<file path="config.mk">
export PLATFORM = sky130hd
export DESIGN_NAME = tc1_timer
export DESIGN_NICKNAME = d
export VERILOG_FILES = /design/src/core/tc1_timer.v
export VERILOG_INCLUDE_DIRS = /design/src /design/src/core
export SDC_FILE = /design/constraint.sdc
export NUM_CORES = 1
export LEC_CHECK = 0
export BUFFER_PORTS_ARGS = -buffer_cell sky130_fd_sc_hd__buf_4
export CAP_MARGIN = 10
export CORE_MARGIN = 10
export CORE_UTILIZATION = 39
export DETAILED_ROUTE_END_ITERATION = 6
export GPL_ROUTABILITY_DRIVEN = 1
export GPL_TIMING_DRIVEN = 1
export HOLD_SLACK_MARGIN = 0.15
export PLACE_DENSITY_LB_ADDON = 0.08
export SLEW_MARGIN = 20
export SYNTH_ARGS = -nofsm -noshare
export SYNTH_HDL_FRONTEND = slang
export SYNTH_SLANG_ARGS = --single-unit
export TNS_END_PERCENT = 30
</file>
<file path="constraint.sdc">
create_clock -name clk_sys -period 3.2 [get_ports clk_sys]
set_input_delay 0.32 -clock clk_sys [delete_from_list [all_inputs] [get_ports clk_sys]]
set_output_delay 0.32 -clock clk_sys [all_outputs]
set_load 0.02 [all_outputs]
</file>
<file path="src/core/tc1_consts.vh">
/*
 Constants for the 16-bit timer/counter one: register offsets, field
 positions, reset values and timing figures.
 Assumes inclusion by bare name from design files.
*/
`ifndef TC1_CONSTS_VH
`define TC1_CONSTS_VH

// ------------------------------------------------------------
// Register offsets (plain register port, byte wide data)
// ------------------------------------------------------------
`define TC1_ADDR_W 3
`define TC1_OFF_CTRL 3'h0
`define TC1_OFF_LOW 3'h1
`define TC1_OFF_HIGH 3'h2
`define TC1_OFF_STAT 3'h3
`define TC1_OFF_MASK 3'h4

// ------------------------------------------------------------
// Control field positions
// ------------------------------------------------------------
`define TC1_B_WIDE 7
`define TC1_B_DIV_HI 5
`define TC1_B_DIV_LO 4
`define TC1_B_OSC 3
`define TC1_B_NOSYNC 2
`define TC1_B_SRC 1
`define TC1_B_RUN 0
`define TC1_CTRL_WMASK 8'hbf

// ------------------------------------------------------------
// Reset values and timing
// ------------------------------------------------------------
`define TC1_CTRL_RST 8'h00
`define TC1_CNT_MAX 16'hffff
`define TC1_CYC_PER_INSTR 4
`define TC1_OSC_MAX_KHZ 200

`endif

</file>
<file path="src/core/tc1_timer.v">
/*
 Holds the 16-bit timer/counter one with prescaler, source select,
 external edge handling, wide access buffer, overflow interrupt and
 crystal oscillator control outputs.
 Assumes a byte register port synchronous to clk_sys, a one-cycle
 compare trigger pulse, and the count pin and crystal input already
 at logic levels synchronous to clk_sys.
*/
// Chosen here: the address-and-strobe port and the address map.
`timescale 1ns/10ps
`include "tc1_consts.vh"

// How it works
// - Counter advances only while the run bit is set; clearing holds value.
// - Sixteen-bit count in two bytes; rollover to zero sets sticky flag.
// - Compare unit trigger pulse clears the counter.
// - Wide bit clear gives two byte accesses; set gives buffered word access.
// - Divide field picks prescale of one, two, four or eight.
// - Oscillator enable bit turns crystal amplifier on, off when clear.
// - With external source, sync bit zero synchronises, one bypasses; else ignored.
// - Internal source counts once per instruction cycle, clock divided by four.
// - External source counts rising edges of pin or crystal oscillator.
// - Oscillator enabled forces both crystal pins input, reads return zero.
// - Oscillator keeps running in sleep so unsynchronised counting continues.
// - Wide mode low byte read latches live high into buffer read at high.
// - Wide mode high write goes to buffer; copied to count with low write.
// - Low byte write clears prescaler; high byte write never does.
// - Software counter write beats a simultaneous compare trigger.
module tc1_timer (
   input wire clk_sys,
   input wire reset_n,
   input wire [2:0] reg_addr,
   input wire [7:0] reg_wdata,
   input wire reg_write,
   input wire reg_read,
   output reg [7:0] reg_rdata,
   input wire compare_unit_one_trigger,
   input wire external_count_pin,
   input wire crystal_in_pin,
   input wire sleep_mode,
   input wire [1:0] port_c_direction,
   input wire [1:0] port_c_pin_in,
   output wire [1:0] port_c_dir_effective,
   output wire [1:0] port_c_read_value,
   output wire crystal_amp_enable,
   output wire crystal_out_pin_o,
   output wire crystal_out_pin_oe,
   output wire irq
);

   // ------------------------------------------------------------
   // Register decode
   // ------------------------------------------------------------
   function hit;
      input [2:0] a;
      input [2:0] off;
      input s;
      begin
         hit = s && (a == off);
      end
   endfunction

   reg [7:0] ctrl_q;
   reg [15:0] cnt_q;
   reg [7:0] hbuf_q;
   reg [2:0] pre_q;
   reg [1:0] q4_q;
   reg flag_q;
   reg mask_q;
   reg ext_meta_q;
   reg ext_sync_q;
   reg ext_prev_q;
   reg clk_prev_q;

   wire wide = ctrl_q[`TC1_B_WIDE];
   wire [1:0] div_sel = ctrl_q[`TC1_B_DIV_HI:`TC1_B_DIV_LO];
   wire osc_en = ctrl_q[`TC1_B_OSC];
   wire no_sync = ctrl_q[`TC1_B_NOSYNC];
   wire src_ext = ctrl_q[`TC1_B_SRC];
   wire run = ctrl_q[`TC1_B_RUN];

   wire wr_ctrl = hit(reg_addr, `TC1_OFF_CTRL, reg_write);
   wire wr_low = hit(reg_addr, `TC1_OFF_LOW, reg_write);
   wire wr_high = hit(reg_addr, `TC1_OFF_HIGH, reg_write);
   wire wr_stat = hit(reg_addr, `TC1_OFF_STAT, reg_write);
   wire wr_mask = hit(reg_addr, `TC1_OFF_MASK, reg_write);
   wire rd_low = hit(reg_addr, `TC1_OFF_LOW, reg_read);

   // ------------------------------------------------------------
   // Crystal oscillator and pins
   // ------------------------------------------------------------
   // Amplifier held on through sleep; only the enable bit stops it
   assign crystal_amp_enable = osc_en;
   assign crystal_out_pin_o = osc_en & ~crystal_in_pin;
   assign crystal_out_pin_oe = osc_en;
   assign port_c_dir_effective = osc_en ? 2'h3 : port_c_direction;
   assign port_c_read_value = osc_en ? 2'h0 : port_c_pin_in;

   // Crystal, when on, replaces the pin as the external source
   wire ext_raw = osc_en ? crystal_in_pin : external_count_pin;

   // ------------------------------------------------------------
   // Source select and prescaler
   // ------------------------------------------------------------
   wire instr_tick = (q4_q == 2'h3);
   wire clk_rise = ext_raw & ~clk_prev_q;
   wire src_tick = src_ext ? clk_rise : instr_tick;

   // Prescaler terminal counts for divide by one, two, four and eight
   localparam [2:0] PRE_LIM_DIV1 = 3'h0;
   localparam [2:0] PRE_LIM_DIV2 = 3'h1;
   localparam [2:0] PRE_LIM_DIV4 = 3'h3;
   localparam [2:0] PRE_LIM_DIV8 = 3'h7;

   reg [2:0] pre_lim;
   always @* begin
      case (div_sel)
         2'h0: pre_lim = PRE_LIM_DIV1;
         2'h1: pre_lim = PRE_LIM_DIV2;
         2'h2: pre_lim = PRE_LIM_DIV4;
         default: pre_lim = PRE_LIM_DIV8;
      endcase
   end

   wire pre_out = src_tick && (pre_q == pre_lim);

   // Prescaled edge as a level so the synchroniser sees it
   reg pre_lvl_q;
   // Each prescaled edge toggles the level, so either change is one count
   wire sync_edge = ext_sync_q ^ ext_prev_q;
   wire use_sync = src_ext && !no_sync;
   // Sync bypass still lands in this clock; a true async domain is outside this model
   wire inc = run && (use_sync ? sync_edge : pre_out);

   // ------------------------------------------------------------
   // Counter, buffer, flag
   // ------------------------------------------------------------
   reg [15:0] cnt_d;
   reg ovf;
   always @* begin
      cnt_d = cnt_q;
      ovf = 1'b0;
      if (inc) begin
         cnt_d = cnt_q + 16'h0001;
         ovf = (cnt_q == `TC1_CNT_MAX);
      end
      if (compare_unit_one_trigger) begin
         cnt_d = 16'h0000;
         ovf = 1'b0;
      end
      // Writes come last so they beat the trigger
      if (wr_low) begin
         cnt_d[7:0] = reg_wdata;
         if (wide) begin
            cnt_d[15:8] = hbuf_q;
         end
      end
      if (wr_high && !wide) begin
         cnt_d[15:8] = reg_wdata;
      end
   end

   // ------------------------------------------------------------
   // Next values of the remaining registers
   // ------------------------------------------------------------
   reg [7:0] ctrl_d;
   reg [2:0] pre_d;
   reg pre_lvl_d;
   reg [7:0] hbuf_d;
   reg flag_d;
   reg mask_d;

   always @* begin
      ctrl_d = ctrl_q;
      if (wr_ctrl) begin
         ctrl_d = reg_wdata & `TC1_CTRL_WMASK;
      end
   end

   always @* begin
      pre_d = pre_q;
      if (wr_low) begin
         pre_d = 3'h0;
      end else if (src_tick && run) begin
         pre_d = (pre_q == pre_lim) ? 3'h0 : pre_q + 3'h1;
      end
   end

   always @* begin
      pre_lvl_d = pre_lvl_q;
      if (pre_out && run) begin
         pre_lvl_d = ~pre_lvl_q;
      end
   end

   always @* begin
      hbuf_d = hbuf_q;
      if (wide && rd_low) begin
         hbuf_d = cnt_q[15:8];
      end else if (wide && wr_high) begin
         hbuf_d = reg_wdata;
      end
   end

   // Set wins over write-one clear so a rollover is never lost
   always @* begin
      flag_d = flag_q;
      if (ovf) begin
         flag_d = 1'b1;
      end else if (wr_stat && reg_wdata[0]) begin
         flag_d = 1'b0;
      end
   end

   always @* begin
      mask_d = mask_q;
      if (wr_mask) begin
         mask_d = reg_wdata[0];
      end
   end

   // ------------------------------------------------------------
   // Registers
   // ------------------------------------------------------------
   always @(posedge clk_sys or negedge reset_n) begin
      if (!reset_n) begin
         q4_q <= 2'h0;
      end else begin
         q4_q <= q4_q + 2'h1;
      end
   end

   always @(posedge clk_sys or negedge reset_n) begin
      if (!reset_n) begin
         clk_prev_q <= 1'b0;
      end else begin
         clk_prev_q <= ext_raw;
      end
   end

   always @(posedge clk_sys or negedge reset_n) begin
      if (!reset_n) begin
         ctrl_q <= `TC1_CTRL_RST;
      end else begin
         ctrl_q <= ctrl_d;
      end
   end

   always @(posedge clk_sys or negedge reset_n) begin
      if (!reset_n) begin
         pre_q <= 3'h0;
         pre_lvl_q <= 1'b0;
      end else begin
         pre_q <= pre_d;
         pre_lvl_q <= pre_lvl_d;
      end
   end

   // Only the second and third stages are read downstream; the first may be metastable
   always @(posedge clk_sys or negedge reset_n) begin
      if (!reset_n) begin
         ext_meta_q <= 1'b0;
         ext_sync_q <= 1'b0;
         ext_prev_q <= 1'b0;
      end else begin
         ext_meta_q <= pre_lvl_q;
         ext_sync_q <= ext_meta_q;
         ext_prev_q <= ext_sync_q;
      end
   end

   always @(posedge clk_sys or negedge reset_n) begin
      if (!reset_n) begin
         cnt_q <= 16'h0000;
      end else begin
         cnt_q <= cnt_d;
      end
   end

   always @(posedge clk_sys or negedge reset_n) begin
      if (!reset_n) begin
         hbuf_q <= 8'h00;
      end else begin
         hbuf_q <= hbuf_d;
      end
   end

   always @(posedge clk_sys or negedge reset_n) begin
      if (!reset_n) begin
         flag_q <= 1'b0;
      end else begin
         flag_q <= flag_d;
      end
   end

   always @(posedge clk_sys or negedge reset_n) begin
      if (!reset_n) begin
         mask_q <= 1'b0;
      end else begin
         mask_q <= mask_d;
      end
   end

   // ------------------------------------------------------------
   // Interrupt
   // ------------------------------------------------------------
   // Level output; stays high until software clears the flag or the mask bit
   assign irq = flag_q & mask_q;

   // ------------------------------------------------------------
   // Read port
   // ------------------------------------------------------------
   reg [7:0] rdata_d;
   always @* begin
      rdata_d = 8'h00;
      if (reg_read) begin
         case (reg_addr)
            `TC1_OFF_CTRL: rdata_d = ctrl_q;
            `TC1_OFF_LOW: rdata_d = cnt_q[7:0];
            `TC1_OFF_HIGH: rdata_d = wide ? hbuf_q : cnt_q[15:8];
            `TC1_OFF_STAT: rdata_d = {7'h00, flag_q};
            `TC1_OFF_MASK: rdata_d = {7'h00, mask_q};
            default: rdata_d = 8'h00;
         endcase
      end
   end

   // Data stand one cycle only and read zero otherwise
   always @(posedge clk_sys or negedge reset_n) begin
      if (!reset_n) begin
         reg_rdata <= 8'h00;
      end else begin
         reg_rdata <= rdata_d;
      end
   end

endmodule

</file>
# ---- Word level (Yosys, flattened, before mapping)
# Index checks and enable logic that the tools add are counted.
dict set report op_classes {
  n_addsub 3
  eq_ne 9
  muxes 23
  bitwise_logic 7
  reduce_logical 23
}
# cell count
set op_table {}
lappend op_table {{$mux 16} 3}
lappend op_table {{$mux 8} 6}
lappend op_table {{$pmux 8 s5} 1}
lappend op_table {{$add 16x1->16 const B} 1}
lappend op_table {{$eq 16x16->1 const B} 1}
lappend op_table {{$logic_and 1x1->1} 15}
lappend op_table {{$mux 3} 3}
lappend op_table {{$pmux 3 s3} 1}
lappend op_table {{$mux 1} 7}
lappend op_table {{$eq 3x2->1 const B} 2}
lappend op_table {{$reduce_bool 2->1} 3}
lappend op_table {{$eq 2x2->1 const B} 2}
lappend op_table {{$mux 2} 2}
lappend op_table {{$add 3x1->3 const B} 1}
lappend op_table {{$and 1x1->1} 3}
lappend op_table {{$eq 3x1->1 const B} 1}
lappend op_table {{$eq 3x3->1} 1}
lappend op_table {{$eq 3x3->1 const B} 1}
lappend op_table {{$logic_not 3->1} 1}
lappend op_table {{$not 1->1} 3}
lappend op_table {{$reduce_bool 3->1} 1}
lappend op_table {{$add 2x1->2 const B} 1}
lappend op_table {{$eq 2x1->1 const B} 1}
lappend op_table {{$logic_not 1->1} 2}
lappend op_table {{other kinds (2)} 2}
dict set report totals {
  register_bits 51
  input_bits 23
  output_inout_bits 16
  elab_cells 79
}

# ---- Logic depth before layout (Yosys ltp)
# Gate-level depths: netlist (run 1).
dict set report logic_depth {
  ltp_word 11
  ltp_mapped 8
  ltp_nobuf 7
}

# ---- Least setup slack after synthesis (run 1)
# No wires, ideal clock.
dict set report synth_path {
  kind {register to register}
  start {reg ctrl_q[3]}
  end {reg cnt_q[12]}
  setup_time_ps 127
  arrival_time_ps 1712
  required_time_ps 3073
  slack_ps 1361
  path_stages_with_launch 8
  n_path_buf 1
  period_less_slack_ps 1839
  cell_sequence {dfrtp_1 mux2_4 a221oi_2 a311oi_2 buf_6 nand4_1 xor2_1 o21ai_1}
}
dict set report synth_via {
  elab_chain_cells 11
}
# element line
set synth_rtl {}
lappend synth_rtl {{from (decl)} tc1_timer.v:63} ;# reg [7:0] ctrl_q;
lappend synth_rtl {{from (signal assigned)} tc1_timer.v:243} ;# ctrl_q <= `TC1_CTRL_RST;
lappend synth_rtl {{from (signal assigned)} tc1_timer.v:245} ;# ctrl_q <= ctrl_d;
lappend synth_rtl {{$mux 1 *} tc1_timer.v:100} ;# wire ext_raw = osc_en ? crystal_in_pin : external_count_pin;
lappend synth_rtl {{via ext_raw} tc1_timer.v:100}
lappend synth_rtl {{$and 1x1->1 *} tc1_timer.v:106} ;# wire clk_rise = ext_raw & ~clk_prev_q;
lappend synth_rtl {{$mux 1 *} tc1_timer.v:107} ;# wire src_tick = src_ext ? clk_rise : instr_tick;
lappend synth_rtl {{$logic_and 1x1->1 *} tc1_timer.v:125} ;# wire pre_out = src_tick && (pre_q == pre_lim);
lappend synth_rtl {{$mux 1 *} tc1_timer.v:133} ;# wire inc = run && (use_sync ? sync_edge : pre_out);
lappend synth_rtl {{$logic_and 1x1->1 *} tc1_timer.v:133}
lappend synth_rtl {{$mux 16 *} tc1_timer.v:143} ;# if (inc) begin
lappend synth_rtl {{$mux 16 *} tc1_timer.v:147} ;# if (compare_unit_one_trigger) begin
lappend synth_rtl {{$mux 8} tc1_timer.v:154} ;# if (wide) begin
lappend synth_rtl {{$mux 16 *} tc1_timer.v:152} ;# if (wr_low) begin
lappend synth_rtl {{$mux 8 *} tc1_timer.v:158} ;# if (wr_high && !wide) begin
lappend synth_rtl {{via cnt_d[12]} tc1_timer.v:138} ;# reg [15:0] cnt_d;
lappend synth_rtl {{to (signal assigned)} tc1_timer.v:276} ;# cnt_q <= cnt_d;
lappend synth_rtl {{to (decl)} tc1_timer.v:64} ;# reg [15:0] cnt_q;
# The timed path passes the listed nets; every way through them passes the cells marked *. The select of a mux whose other input is x is not followed.
# A chain may end at the register's enable or synchronous reset.

# ---- Worst setup path in the final report (run 1)
dict set report layout_path {
  start {reg ext_prev_q}
  end {reg cnt_q[11]}
}
dict set report layout_via {
  elab_chain_cells 8
}
# element line
set layout_rtl {}
lappend layout_rtl {{from (decl)} tc1_timer.v:72} ;# reg ext_prev_q;
lappend layout_rtl {{from (signal assigned)} tc1_timer.v:268} ;# ext_prev_q <= ext_sync_q;
lappend layout_rtl {{$xor 1x1->1 *} tc1_timer.v:130} ;# wire sync_edge = ext_sync_q ^ ext_prev_q;
lappend layout_rtl {{$mux 1 *} tc1_timer.v:133}
lappend layout_rtl {{$logic_and 1x1->1 *} tc1_timer.v:133}
lappend layout_rtl {{$mux 16 *} tc1_timer.v:143}
lappend layout_rtl {{$mux 16 *} tc1_timer.v:147}
lappend layout_rtl {{$mux 8} tc1_timer.v:154}
lappend layout_rtl {{$mux 16 *} tc1_timer.v:152}
lappend layout_rtl {{$mux 8 *} tc1_timer.v:158}
lappend layout_rtl {{via cnt_d[11]} tc1_timer.v:138}
# Marked as above.

==> results.md, run 1 <==
- The leading cell type in the layout, fill and taps excluded is sky130_fd_sc_hd__dfrtp_1.
- The global router's overall resource usage is 12.5%.
- The cell row count is 30.
- Summed over all failing endpoints, the final setup total negative slack is 0 ns.
- The leading area contributor after synthesis is sky130_fd_sc_hd__dfrtp_1.
- Power comes to 1.70 mW.
- The maximum buffer depth of the clock tree is 2.
- For this run, design rule violations remaining after detail routing come to 0.
- The number of flops mapped to enable cells by yosys is 0.
- The number of setup buffers added after CTS is 0.
- The synthesized area per cell is 9.95 µm².
- The final max-slew violation count is 0.
- The number of global-route vias before repair is 2166.
- The portion of the post-synthesis area used by sequential elements is 45.6%.
- Once detailed placement completed, the half-perimeter wirelength came to 5060 µm.
- Setup repair after global routing left no endpoint under its margin.
- Among all flip-flop cells after synthesis, the most frequent one is sky130_fd_sc_hd__dfrtp_1.
- In this run the power density over the cells is 525 nW/µm².
- The transition at the pin with the smallest max-transition slack is 1.01 ns.
- By area the synthesized netlist is led by sky130_fd_sc_hd__dfrtp_1, sky130_fd_sc_hd__mux2i_1, sky130_fd_sc_hd__xor2_1.
- The initial antenna violation count came to 0.
- Wires add up to 6920 µm.
- The final route contains 2154 vias.
- The number of CTS-inserted buffers is 5.
- Post-CTS repair changed the size of 0 cells.
- The share of the clock period used by the worst path is 62.8%.
- The headroom to the max-slew limit is 32.1%.
- The top cell types in the final layout, fill and taps aside, are sky130_fd_sc_hd__dfrtp_1, sky130_fd_sc_hd__buf_4, sky130_fd_sc_hd__nor2_1.
- The fraction of post-synthesis cell area in the top cell type by area is 45.6%.
- The area occupied by registers is 1280 µm².
- The element type at the critical path start is a flop.
- The CTS root buffer is sky130_fd_sc_hd__clkbuf_8.
- CTS built an H-tree with a depth of 2.
- The unique cell type count in the Yosys netlist is 45.
- The number of buffers inserted by port buffering is 37.
- After global routing the overflow that remains totals 0.
- The critical path is of the reg2reg type.
- The number of vias per cell after detailed routing is 5.24.
- The first detailed-routing pass ran for 4 iterations.
- The fill cell total of the finished layout is 688.
- The number of standard cells after synthesis is 281.
- The count of nets left with antenna violations once routing finished came out at 0.
- Buffers inserted to repair hold after CTS numbered 1.
- The worst setup timing slack at the placement stage is 1.17 ns.
- After detailed routing, the average wire length per cell comes to 16.8 µm.
- Setup violations remaining at the end of the flow were counted as 0.
- The data arrival time of the critical path is 2.22 ns.
- Routability-driven placement finished with a final weighted congestion of 0.811.
- The antenna diode count is 0.
- The floorplan step set the die height to 105 µm.
- The first global-routing pass estimated 11400 µm of wire.
- Of all flip-flops after synthesis, the portion carrying an async set or reset was 100%.
- The initial core utilization is 40.7%.
- Counting I/O delays and the setup requirement, the final critical path takes 2.01 ns.
- After clock tree synthesis, the clock-pin slew on the worst setup and hold paths is 0.09 ns.
- The analysis attributes to cell leakage a power of 1.40 nW.
- The total standard cell area after synthesis is 2800 µm².
- The final number of hold-violating endpoints is 0.
- The critical path capture point type is a flop.
- TritonCTS built the clock tree.
- The pin count of the biggest net entering global routing is 52.
- After the first detailed-routing iteration, the DRC count stood at 105.
- The number of I/O pins is 39.
- VDD sags by at most 0.169 mV.
- The total of max-cap violations is 0.
- The worst clock skew is 0.00884 ns.
- In this run the worst path has a maximum fanout of 5.
- The area of the core region is 6870 µm².
- The die span in x is 105 µm.
- The highest clock frequency the design can meet is 497 MHz.
- The tightest min-delay check is of the in2reg type.
- The setup slack of the critical path after layout is 1.19 ns.
- The clock sink total is 51.
- The area of the multi-input gates is 1450 µm².
- The area of the die is 11000 µm².
- For the worst setup path, the data required time is 3.41 ns.
- The final net count is 340.
- The area growth from synthesis to layout is 15.6%.
- The run finished with clean final reports.
- The synthesized design contains 51 register bits.
- Synthesis produced a netlist with a net count of 307.
- At the later pin of the worst-skew pair, clock insertion delay measures 0.30 ns.
- The post-route netlist has 19.4% of its cells at a drive strength greater than 1.
- The number of warning messages in the yosys log is 0.
==> critical path, stage by stage, from the launching register on <==
cell                      delay (ns)
sky130_fd_sc_hd__dfrtp_1        0.38
sky130_fd_sc_hd__xor2_1         0.31
sky130_fd_sc_hd__a22oi_1        0.18
sky130_fd_sc_hd__a31oi_1        0.45
sky130_fd_sc_hd__nand4_1        0.22
sky130_fd_sc_hd__xor2_1         0.18
sky130_fd_sc_hd__o21ai_0        0.19
==> worst paths after layout <==
kind | from | to | slack, ns | depth (start not counted)
setup reg to reg | ext_prev_q | cnt_q[11] | 1.19 | 6
hold reg to reg | ext_meta_q | ext_sync_q | 0.36 | 0
min in group asynchronous | reset_n | mask_q | 0.59 | 2
hold / removal | reg_wdata[6] | cnt_q[6] | 0.25 | 3
setup / recovery | ext_prev_q | cnt_q[11] | 1.19 | 6
max in group asynchronous | reset_n | cnt_q[2] | 2.19 | 2
==> metal layers <==
metal,vias up,track usage (%),routed length (µm)
li1,1079,-,-
met3,8,3.99,454
met4,0,4.02,92
met5,-,0,0
met2,55,18.1,2890
met1,1012,17.3,3480
==> synthesized netlist by cell type, drive strengths merged (4+ instances only) <==
master  number
mux2i       23
xnor2        4
nand2b       5
a22oi       10
dfrtp       51
o32a         4
o21ai       20
nand4       11
buf          4
nand2       18
and2         4
nor2        29
nand3        6
clkbuf       9
xor2        13
a21oi       15
and3         4
nor3         6
nor2b        7
mux2         8
==> power breakdown <==
group / internal, mW / switching, mW / leakage [nW]
sequential: 0.765 / 0.132 / 0.652
combinational: 0.204 / 0.235 / 0.708
clock: 0.154 / 0.206 / 0.0422
==> registers in the layout, indices dropped and copies added, names as in the netlist <==
name,count
cnt_q,16
hbuf_q,8
reg_rdata,8
ctrl_q,7
pre_q,3
q4_q,2
clk_prev_q,1
ext_meta_q,1
ext_prev_q,1
ext_sync_q,1
flag_q,1
mask_q,1
pre_lvl_q,1
==> stage by stage <==
| step | utilization (%) | hold WS, ns | cell area, µm² | cells |
|---|---|---|---|---|
| 2_1_floorplan | - | 0.0244 | 2800 | 281 |
| 3_3_place_gp | 45.7 | 0.334 | 3140 | 402 |
| 3_5_place_dp | 45.7 | 0.342 | 3140 | 402 |
| 4_1_cts | 47.0 | 0.247 | 3230 | 411 |
| 5_1_grt | 47.0 | 0.247 | 3230 | 411 |
| 6_report | 47.0 | 0.250 | 3230 | 411 |
==> area by class of cell <==
cell class,count,share of cell area [%]
timing repair buffer,39,9.14
clock buffer,7,2.36
clock inverter,1,0.155
multi-input combinational,214,44.8
tap,96,3.72
sequential,51,39.5
inverter,3,0.348
==> logic make-up after synthesis <==
kind of cell	count (synthesis)	share of synthesized area [%]
and+or+nand+nor	102	19.3
buffers and inverters	16	2.59
DFF	51	45.6
xor gates and xnor gates	17	5.32
muxes	31	11.6
adders and majority gates	3	1.34
AOI/OAI and AO/OA	61	14.2
Note: power is estimated with default switching activity, not from simulation.
==> run 2: changes to the inputs <==
==> constraint.sdc (replaced) <==
create_clock -name clk_sys -period 2 [get_ports clk_sys]
set_input_delay 0.2 -clock clk_sys [delete_from_list [all_inputs] [get_ports clk_sys]]
set_output_delay 0.2 -clock clk_sys [all_outputs]
set_load 0.02 [all_outputs]
==> results.md, run 2 (synthesis gave the netlist of run 1 again) <==
- The final number of hold-violating endpoints is 0 (unchanged).
- The first-iteration detailed-routing DRC count is 99 (-5.7%).
- The routed wire length is 7170 µm (+3.7%).
- The final max-slew violation count is 0 (unchanged).
- The total of max-cap violations came to 0 (unchanged).
- The highest clock frequency the design can meet is 527 MHz.
- The transition at the pin with the smallest max-transition slack is 1.05 ns (+0.0371 ns).
- The cell row count is 30 (unchanged).
- The largest registers in the layout are cnt_q: 16 flops, hbuf_q: 8 flops, reg_rdata: 8 flops.
- The area of the core region is 6870 µm² (unchanged).
- The number of vias per cell after detailed routing was 5.18 (-1.2%).
- The setup slack of the critical path after layout came to 0.104 ns (-1.09 ns).
- The share of the clock period used by the worst path is 94.8%.
- The number of setup buffers added after CTS is 0 (unchanged).
- The total of cells resized after clock tree synthesis was 0 (unchanged).
- The number of I/O pins is 39 (unchanged).
- The root buffer cell chosen for the clock tree is sky130_fd_sc_hd__clkbuf_8.
- The clock sink total is 51 (unchanged).
- The maximum buffer depth of the clock tree was 2 (unchanged).
- The signed area change from the synthesized netlist to the final layout is 23.1%.
- The headroom to the max-slew limit is 29.6% (-2.5 points).
- The worst hold path endpoint is cnt_q[0].
- The critical path start-end classification is in2reg.
- Walking the worst path, the cells encountered are dlygate4sd3_1 -> buf_4 -> mux2_4 -> a221oi_2 -> a311oi_2 -> buf_4 -> nand4_1 -> xor2_1 -> o21ai_0.
- The number of flip-flops under the largest register name is 16 (unchanged).
- The number of setup violations in the final report is 0 (unchanged).
- The setup slack on the worst flop-to-flop path is 0.16 ns (-1.03 ns).
- In this run the worst hold path is classified as in2reg.
- The initial core utilization is 40.7% (unchanged).
- The area of the die is 11000 µm² (unchanged).
- The power density over the cells came to 857 nW/µm² (+63%).
- In this design, the critical path's most frequently occurring cell is sky130_fd_sc_hd__buf_4.
- The count of unresolved DRC violations after routing is 0 (unchanged).
- In this run the critical register-to-register path is launched from ctrl_q[5].
- The number of buffers inserted by port buffering is 37 (unchanged).
- The required time of the critical path was 2.19 ns (-1.22 ns).
- The first-pass GRT wire length came to 12000 µm (+5.5%).
- The clock-pin slew on the worst setup and hold paths is 0.09 ns (about the same).
- The worst setup timing slack at the placement stage is 0.166 ns (-1.00 ns).
- The antenna diode count is 0 (unchanged).
- The total power after layout is 2.95 mW (+74%).
- The leakage power total is 1.51 nW (+8.0%).
- The data arrival time of the critical path is 2.09 ns (-0.13 ns).
- The CTS tree is done.
- The hold-critical path depth is 3 (unchanged).
- The worst ir drop on vdd is 0.296 mV (+75%).
- The proportion of layout cells with a drive suffix above 1 is 21.8% (+2.4 points).
- The tightest hold margin was 0.163 ns (-0.0878 ns).
- The total iterations of the first detailed-routing run is 4 (unchanged).
- In this run the most critical hold path is launched from reg_wdata[0].
- The global router's overall resource usage is 13.2% (+0.62 points).
- The die extent in y is 105 µm (unchanged).
- The element type at the critical path start is an input port.
- The initial antenna violation count was 0 (unchanged).
- The final net count was 360 (+5.9%).
- The flow ran to the end, and the final reports show no timing, DRC or antenna violations.
- More flip-flops sit in one register than any other, and that register is cnt_q.
- The biggest fanout along the worst timing path is 13 (+8).
- Setup repair after global routing left no endpoint under its margin.
- The number of global-route vias before repair came to 2243 (+3.6%).
- The stage delay of the slowest cell on the critical path is 0.54 ns (+0.09 ns).
- The via count is 2231 (+3.6%).
- The post-DP HPWL is 5220 µm (+3.3%).
- The total overflow reported by the global router is 0 (unchanged).
- The count of hold buffers inserted by post-cts repair came to 10 (+9).
- The final-layout setup total negative slack is 0 ns (unchanged).
- The slowest stage of the critical path is the sky130_fd_sc_hd__dlygate4sd3_1 cell.
- The final standard cell utilization of the core is 50.1% (+3.1 points).
- The count of antenna-violating nets left after detailed routing is 0 (unchanged).
- The clock latency of the later-clocked register in the worst-skew pair was 0.31 ns (about the same).
- The average detailed-routed wire length per instance is 16.6 µm (-1.1%).
- The die span in x was 105 µm (unchanged).
- The number of CTS-inserted buffers is 5 (unchanged).
- The routed design could run at a clock period as short as 1.90 ns.
- The final estimated routing congestion in global placement was 0.832 (+2.5%).
- The worst clock skew is 0.00570 ns (-0.00314 ns).
- The length in cells of the worst reg-to-reg path came to 7 (+1).
- The number of levels the H-tree was split into is 2 (unchanged).
- The pin count of the biggest net entering global routing is 52 (unchanged).
- In the layout the commonest cells are sky130_fd_sc_hd__dfrtp_1, sky130_fd_sc_hd__buf_4, sky130_fd_sc_hd__nor2_1.
- In this run the critical register-to-register path is captured at cnt_q[2].
- Leaving out fill and tap cells, the most frequent cell in the layout is sky130_fd_sc_hd__dfrtp_1.
- The critical path capture point type is a flop.
==> run 2: per-stage QoR <==
stage | cell area, µm² | cells
after global routing | 3440 | 431
after CTS | 3430 | 430
final | 3440 | 431
after detailed placement | 3220 | 412
after global placement | 3220 | 412
after floorplan | 2800 | 281
==> run 2: critical path: cells and delay by family <==
family                 cells  cell delay (ns)
multiplexers               1             0.28
AO/OA/AOI/OAI              3             0.48
buffers and inverters      3             0.87
AND/OR/NAND/NOR            1             0.11
XOR/XNOR                   1             0.15
==> run 2: cell type report <==
type | count | area (µm²)
multi-input combinational | 214 | 1450
fill | 657 | 3430
clock buffer | 6 | 82.6
timing repair buffer | 59 | 470
inverter | 3 | 11.3
sequential | 51 | 1280
clock inverter | 2 | 35.0
tap | 96 | 120
==> run 2: worst max-delay path by stage <==
| stage | start | to | slack (ns) | depth (start not counted) |
|---|---|---|---|---|
| after CTS | external_count_pin | cnt_q[4] | 0.11 | 9 |
| after global placement | reg_addr[2] | cnt_q[13] | 0.13 | 5 |
| final | external_count_pin | cnt_q[10] | 0.10 | 9 |
| after detailed placement | ctrl_q[5] | cnt_q[2] | 0.17 | 7 |
| after floorplan | ctrl_q[3] | cnt_q[12] | 0.16 | 7 |
| after global routing | ctrl_q[5] | cnt_q[4] | 0.004 | 7 |
==> run 2: routing by layer <==
| metal | wire length [µm] | up-vias | part of all wire (%) | global-route usage (%) |
|---|---|---|---|---|
| met3 | 381 | 9 | 5.3 | 3.44 |
| met2 | 3010 | 60 | 42 | 18.8 |
| met1 | 3710 | 1047 | 52 | 19.0 |
| met4 | 76 | 0 | 1.1 | 3.63 |
| met5 | 0 | - | 0 | 0 |
| li1 | - | 1115 | - | - |
==> run 2: power breakdown <==
group / switching, mW / internal [mW]
Combinational: 0.410 / 0.370
Clock: 0.356 / 0.405
Sequential: 0.183 / 1.22
==> run 3: changes to the inputs <==
--- a/config.mk
+++ b/config.mk
@@ -14,7 +14,8 @@
 export GPL_ROUTABILITY_DRIVEN = 1
 export GPL_TIMING_DRIVEN = 1
 export HOLD_SLACK_MARGIN = 0.15
-export PLACE_DENSITY_LB_ADDON = 0.08
+export PLACE_DENSITY = 0.57
+export SKIP_LAST_GASP = 1
 export SLEW_MARGIN = 20
 export SYNTH_ARGS = -nofsm -noshare
 export SYNTH_HDL_FRONTEND = slang
==> results.md, run 3 (synthesis gave the netlist of run 1 again) <==
- The count of antenna-violating nets left after detailed routing came to 0 (unchanged).
- The minimum period implied by the final worst setup slack is 1.87 ns (-0.0251 ns).
- The global router's overall resource usage is 13.2% (+0.014 points).
- The final max-slew violation count came to 0 (unchanged).
- The number of flip-flops under the largest register name is 16 (unchanged).
- The number of global-route vias before repair is 2242 (-0.045%).
- The length in cells of the worst reg-to-reg path is 7 (unchanged).
- In the final layout, the registers with the most flip-flops are cnt_q: 16 flops, hbuf_q: 8 flops, reg_rdata: 8 flops.
- The area of the core region came to 6870 µm² (unchanged).
- The final non-filler cell total is 430 (-0.23%).
- The total of max-cap violations is 0 (unchanged).
- The average detailed-routed wire length per instance is 16.8 µm (+1.2%).
- The first-pass GRT wire length was 12000 µm (-0.40%).
- The proportion of layout cells with a drive suffix above 1 was 23.1% (+1.3 points).
- The path class of the tightest hold or removal check is in2reg.
- The routed wire length is 7240 µm (+0.96%).
- The total power after layout is 2.80 mW (-5.1%).
- The hold-critical path depth is 3 (unchanged).
- The final net count is 359 (-0.28%).
- The required time of the critical path is 2.19 ns (about the same).
- Clock tree synthesis selected as its root buffer the cell sky130_fd_sc_hd__clkbuf_8.
- The element type at the critical path start is an input port.
- The highest clock frequency the design can meet came to 534 MHz (+1.3%).
- TritonCTS built the clock tree.
- The initial core utilization came to 40.7% (unchanged).
- The number of I/O pins is 39 (unchanged).
- Setup repair after global routing could not meet its margin everywhere.
- The number of vias per cell after detailed routing is 5.33 (+2.9%).
- The fill cell total of the finished layout came to 653 (-0.61%).
- The data arrival time of the critical path is 2.06 ns (-0.03 ns).
- Relative to the synthesized area, the layout overhead comes to 22.2%.
- The maximum buffer depth of the clock tree is 2 (unchanged).
- The first-iteration detailed-routing DRC count is 202 (+100%).
- The number of setup buffers added after CTS is 0 (unchanged).
- The worst ir drop on vdd is 0.280 mV (-5.4%).
- The cell count after placement came to 412 (unchanged).
- The number of CTS-inserted buffers came to 5 (unchanged).
- In the layout the commonest cells are sky130_fd_sc_hd__dfrtp_1, sky130_fd_sc_hd__buf_4, sky130_fd_sc_hd__nor2_1.
- The area of the die was 11000 µm² (unchanged).
- The number of levels the H-tree was split into came to 2 (unchanged).
- The count of unresolved DRC violations after routing is 0 (unchanged).
- The worst clock skew was 0.00574 ns (+0.0000424 ns).
- The leakage power total is 1.50 nW (-1.2%).
- The headroom to the max-slew limit is 26.5% (-3.1 points).
- The number of buffers inserted by port buffering is 37 (unchanged).
- The pin count of the biggest net entering global routing is 52 (unchanged).
- The total iterations of the first detailed-routing run is 6 (+2).
- The clock latency of the later-clocked register in the worst-skew pair is 0.31 ns (about the same).
- The number of setup violations in the final report is 0 (unchanged).
- The initial antenna violation count is 0 (unchanged).
- The transition at the pin with the smallest max-transition slack is 1.09 ns (+0.0458 ns).
- The clock-pin slew on the worst setup and hold paths is 0.09 ns (about the same).
- The cell row count came to 30 (unchanged).
- The final estimated routing congestion in global placement is 0.817 (-1.9%).
- The biggest fanout along the worst timing path came to 7 (-6).
- The power density over the cells was 819 nW/µm² (-4.4%).
- The share of the clock period used by the worst path came to 93.6% (-1.3 points).
- The die extent in y is 105 µm (unchanged).
- The final number of hold-violating endpoints is 0 (unchanged).
- The critical path start-end classification is in2reg.
- The clock sink total was 51 (unchanged).
- The antenna diode count is 0 (unchanged).
- The post-DP HPWL came to 5210 µm (-0.24%).
- The register bank with the most flops is cnt_q.
- The total overflow reported by the global router was 0 (unchanged).
- The critical path capture point type is a flop.
- The die span in x is 105 µm (unchanged).
- The run finished with clean final reports.
- The via count is 2291 (+2.7%).
==> run 3: cell count changes in the layout (fill, tap and decap cells not counted), sizes merged <==
cell / before / now
dlygate4sd3: 11 / 10
clkbuf: 6 / 5
bufinv: 1 / 0
clkinv: 1 / 3
==> run 3: power breakdown <==
group | switching [mW] | leakage (nW) | internal (mW)
logic | 0.419 | 0.800 | 0.376
clock network | 0.349 | 0.0477 | 0.241
registers | 0.186 | 0.648 | 1.23
==> run 3: through the flow <==
stage	setup TNS (ns)	hold WS [ns]	utilization, %	setup slack [ns]	area [µm²]
after global placement	0	0.281	46.8	0.152	3220
after detailed placement	0	0.284	46.8	0.135	3220
after floorplan	0	-0.0956	-	0.161	2800
after global routing	-0.00190	0.161	49.7	-0.00190	3420
final	0	0.148	49.7	0.129	3420
after CTS	0	0.152	49.5	0.100	3400
==> run 3: worst max-delay path, stage by stage <==
cell                            delay [ns]
sky130_fd_sc_hd__dlygate4sd3_1        0.53
sky130_fd_sc_hd__buf_4                0.13
sky130_fd_sc_hd__mux2_4               0.28
sky130_fd_sc_hd__a221oi_2             0.29
sky130_fd_sc_hd__a311oi_2             0.09
sky130_fd_sc_hd__buf_4                0.19
sky130_fd_sc_hd__nand4_1              0.11
sky130_fd_sc_hd__xor2_1               0.16
sky130_fd_sc_hd__o21ai_1              0.07
==> run 3: path summary, 6_finish.rpt <==
path / from / end / slack (ns)
min in group asynchronous: reset_n / reg_rdata[4] / 0.45
min: reg_wdata[5] / cnt_q[13] / 0.15
max in group asynchronous: reset_n / ctrl_q[4] / 1.04
min reg2reg: ext_meta_q / ext_sync_q / 0.36
max: external_count_pin / cnt_q[12] / 0.13
max reg2reg: ctrl_q[1] / cnt_q[2] / 0.18
==> run 3: per-layer routing <==
layer / track usage (%) / vias up / part of all wire, %
li1: - / 1114 / -
met1: 18.7 / 1084 / 49
met2: 19.1 / 86 / 42
met3: 3.32 / 7 / 6.8
met4: 4.12 / 0 / 1.3
met5: 0 / - / 0
==> run 3: layout make-up <==
cell class | instances | area [µm²] | area share, %
Multi-Input combinational cell | 214 | 1460 | 42.8
Inverter | 3 | 11.3 | 0.330
Clock buffer | 5 | 68.8 | 2.01
Sequential cell | 51 | 1280 | 37.5
Tap cell | 96 | 120 | 3.52
Timing Repair Buffer | 58 | 460 | 13.5
Clock inverter | 3 | 15.0 | 0.439
==> run 3: timing repair <==
action	4_1_cts	5_1_grt
setup endpoints to repair	0	6
hold buffers	10	0
resized for setup	0	5
endpoints found under the hold margin	62	0
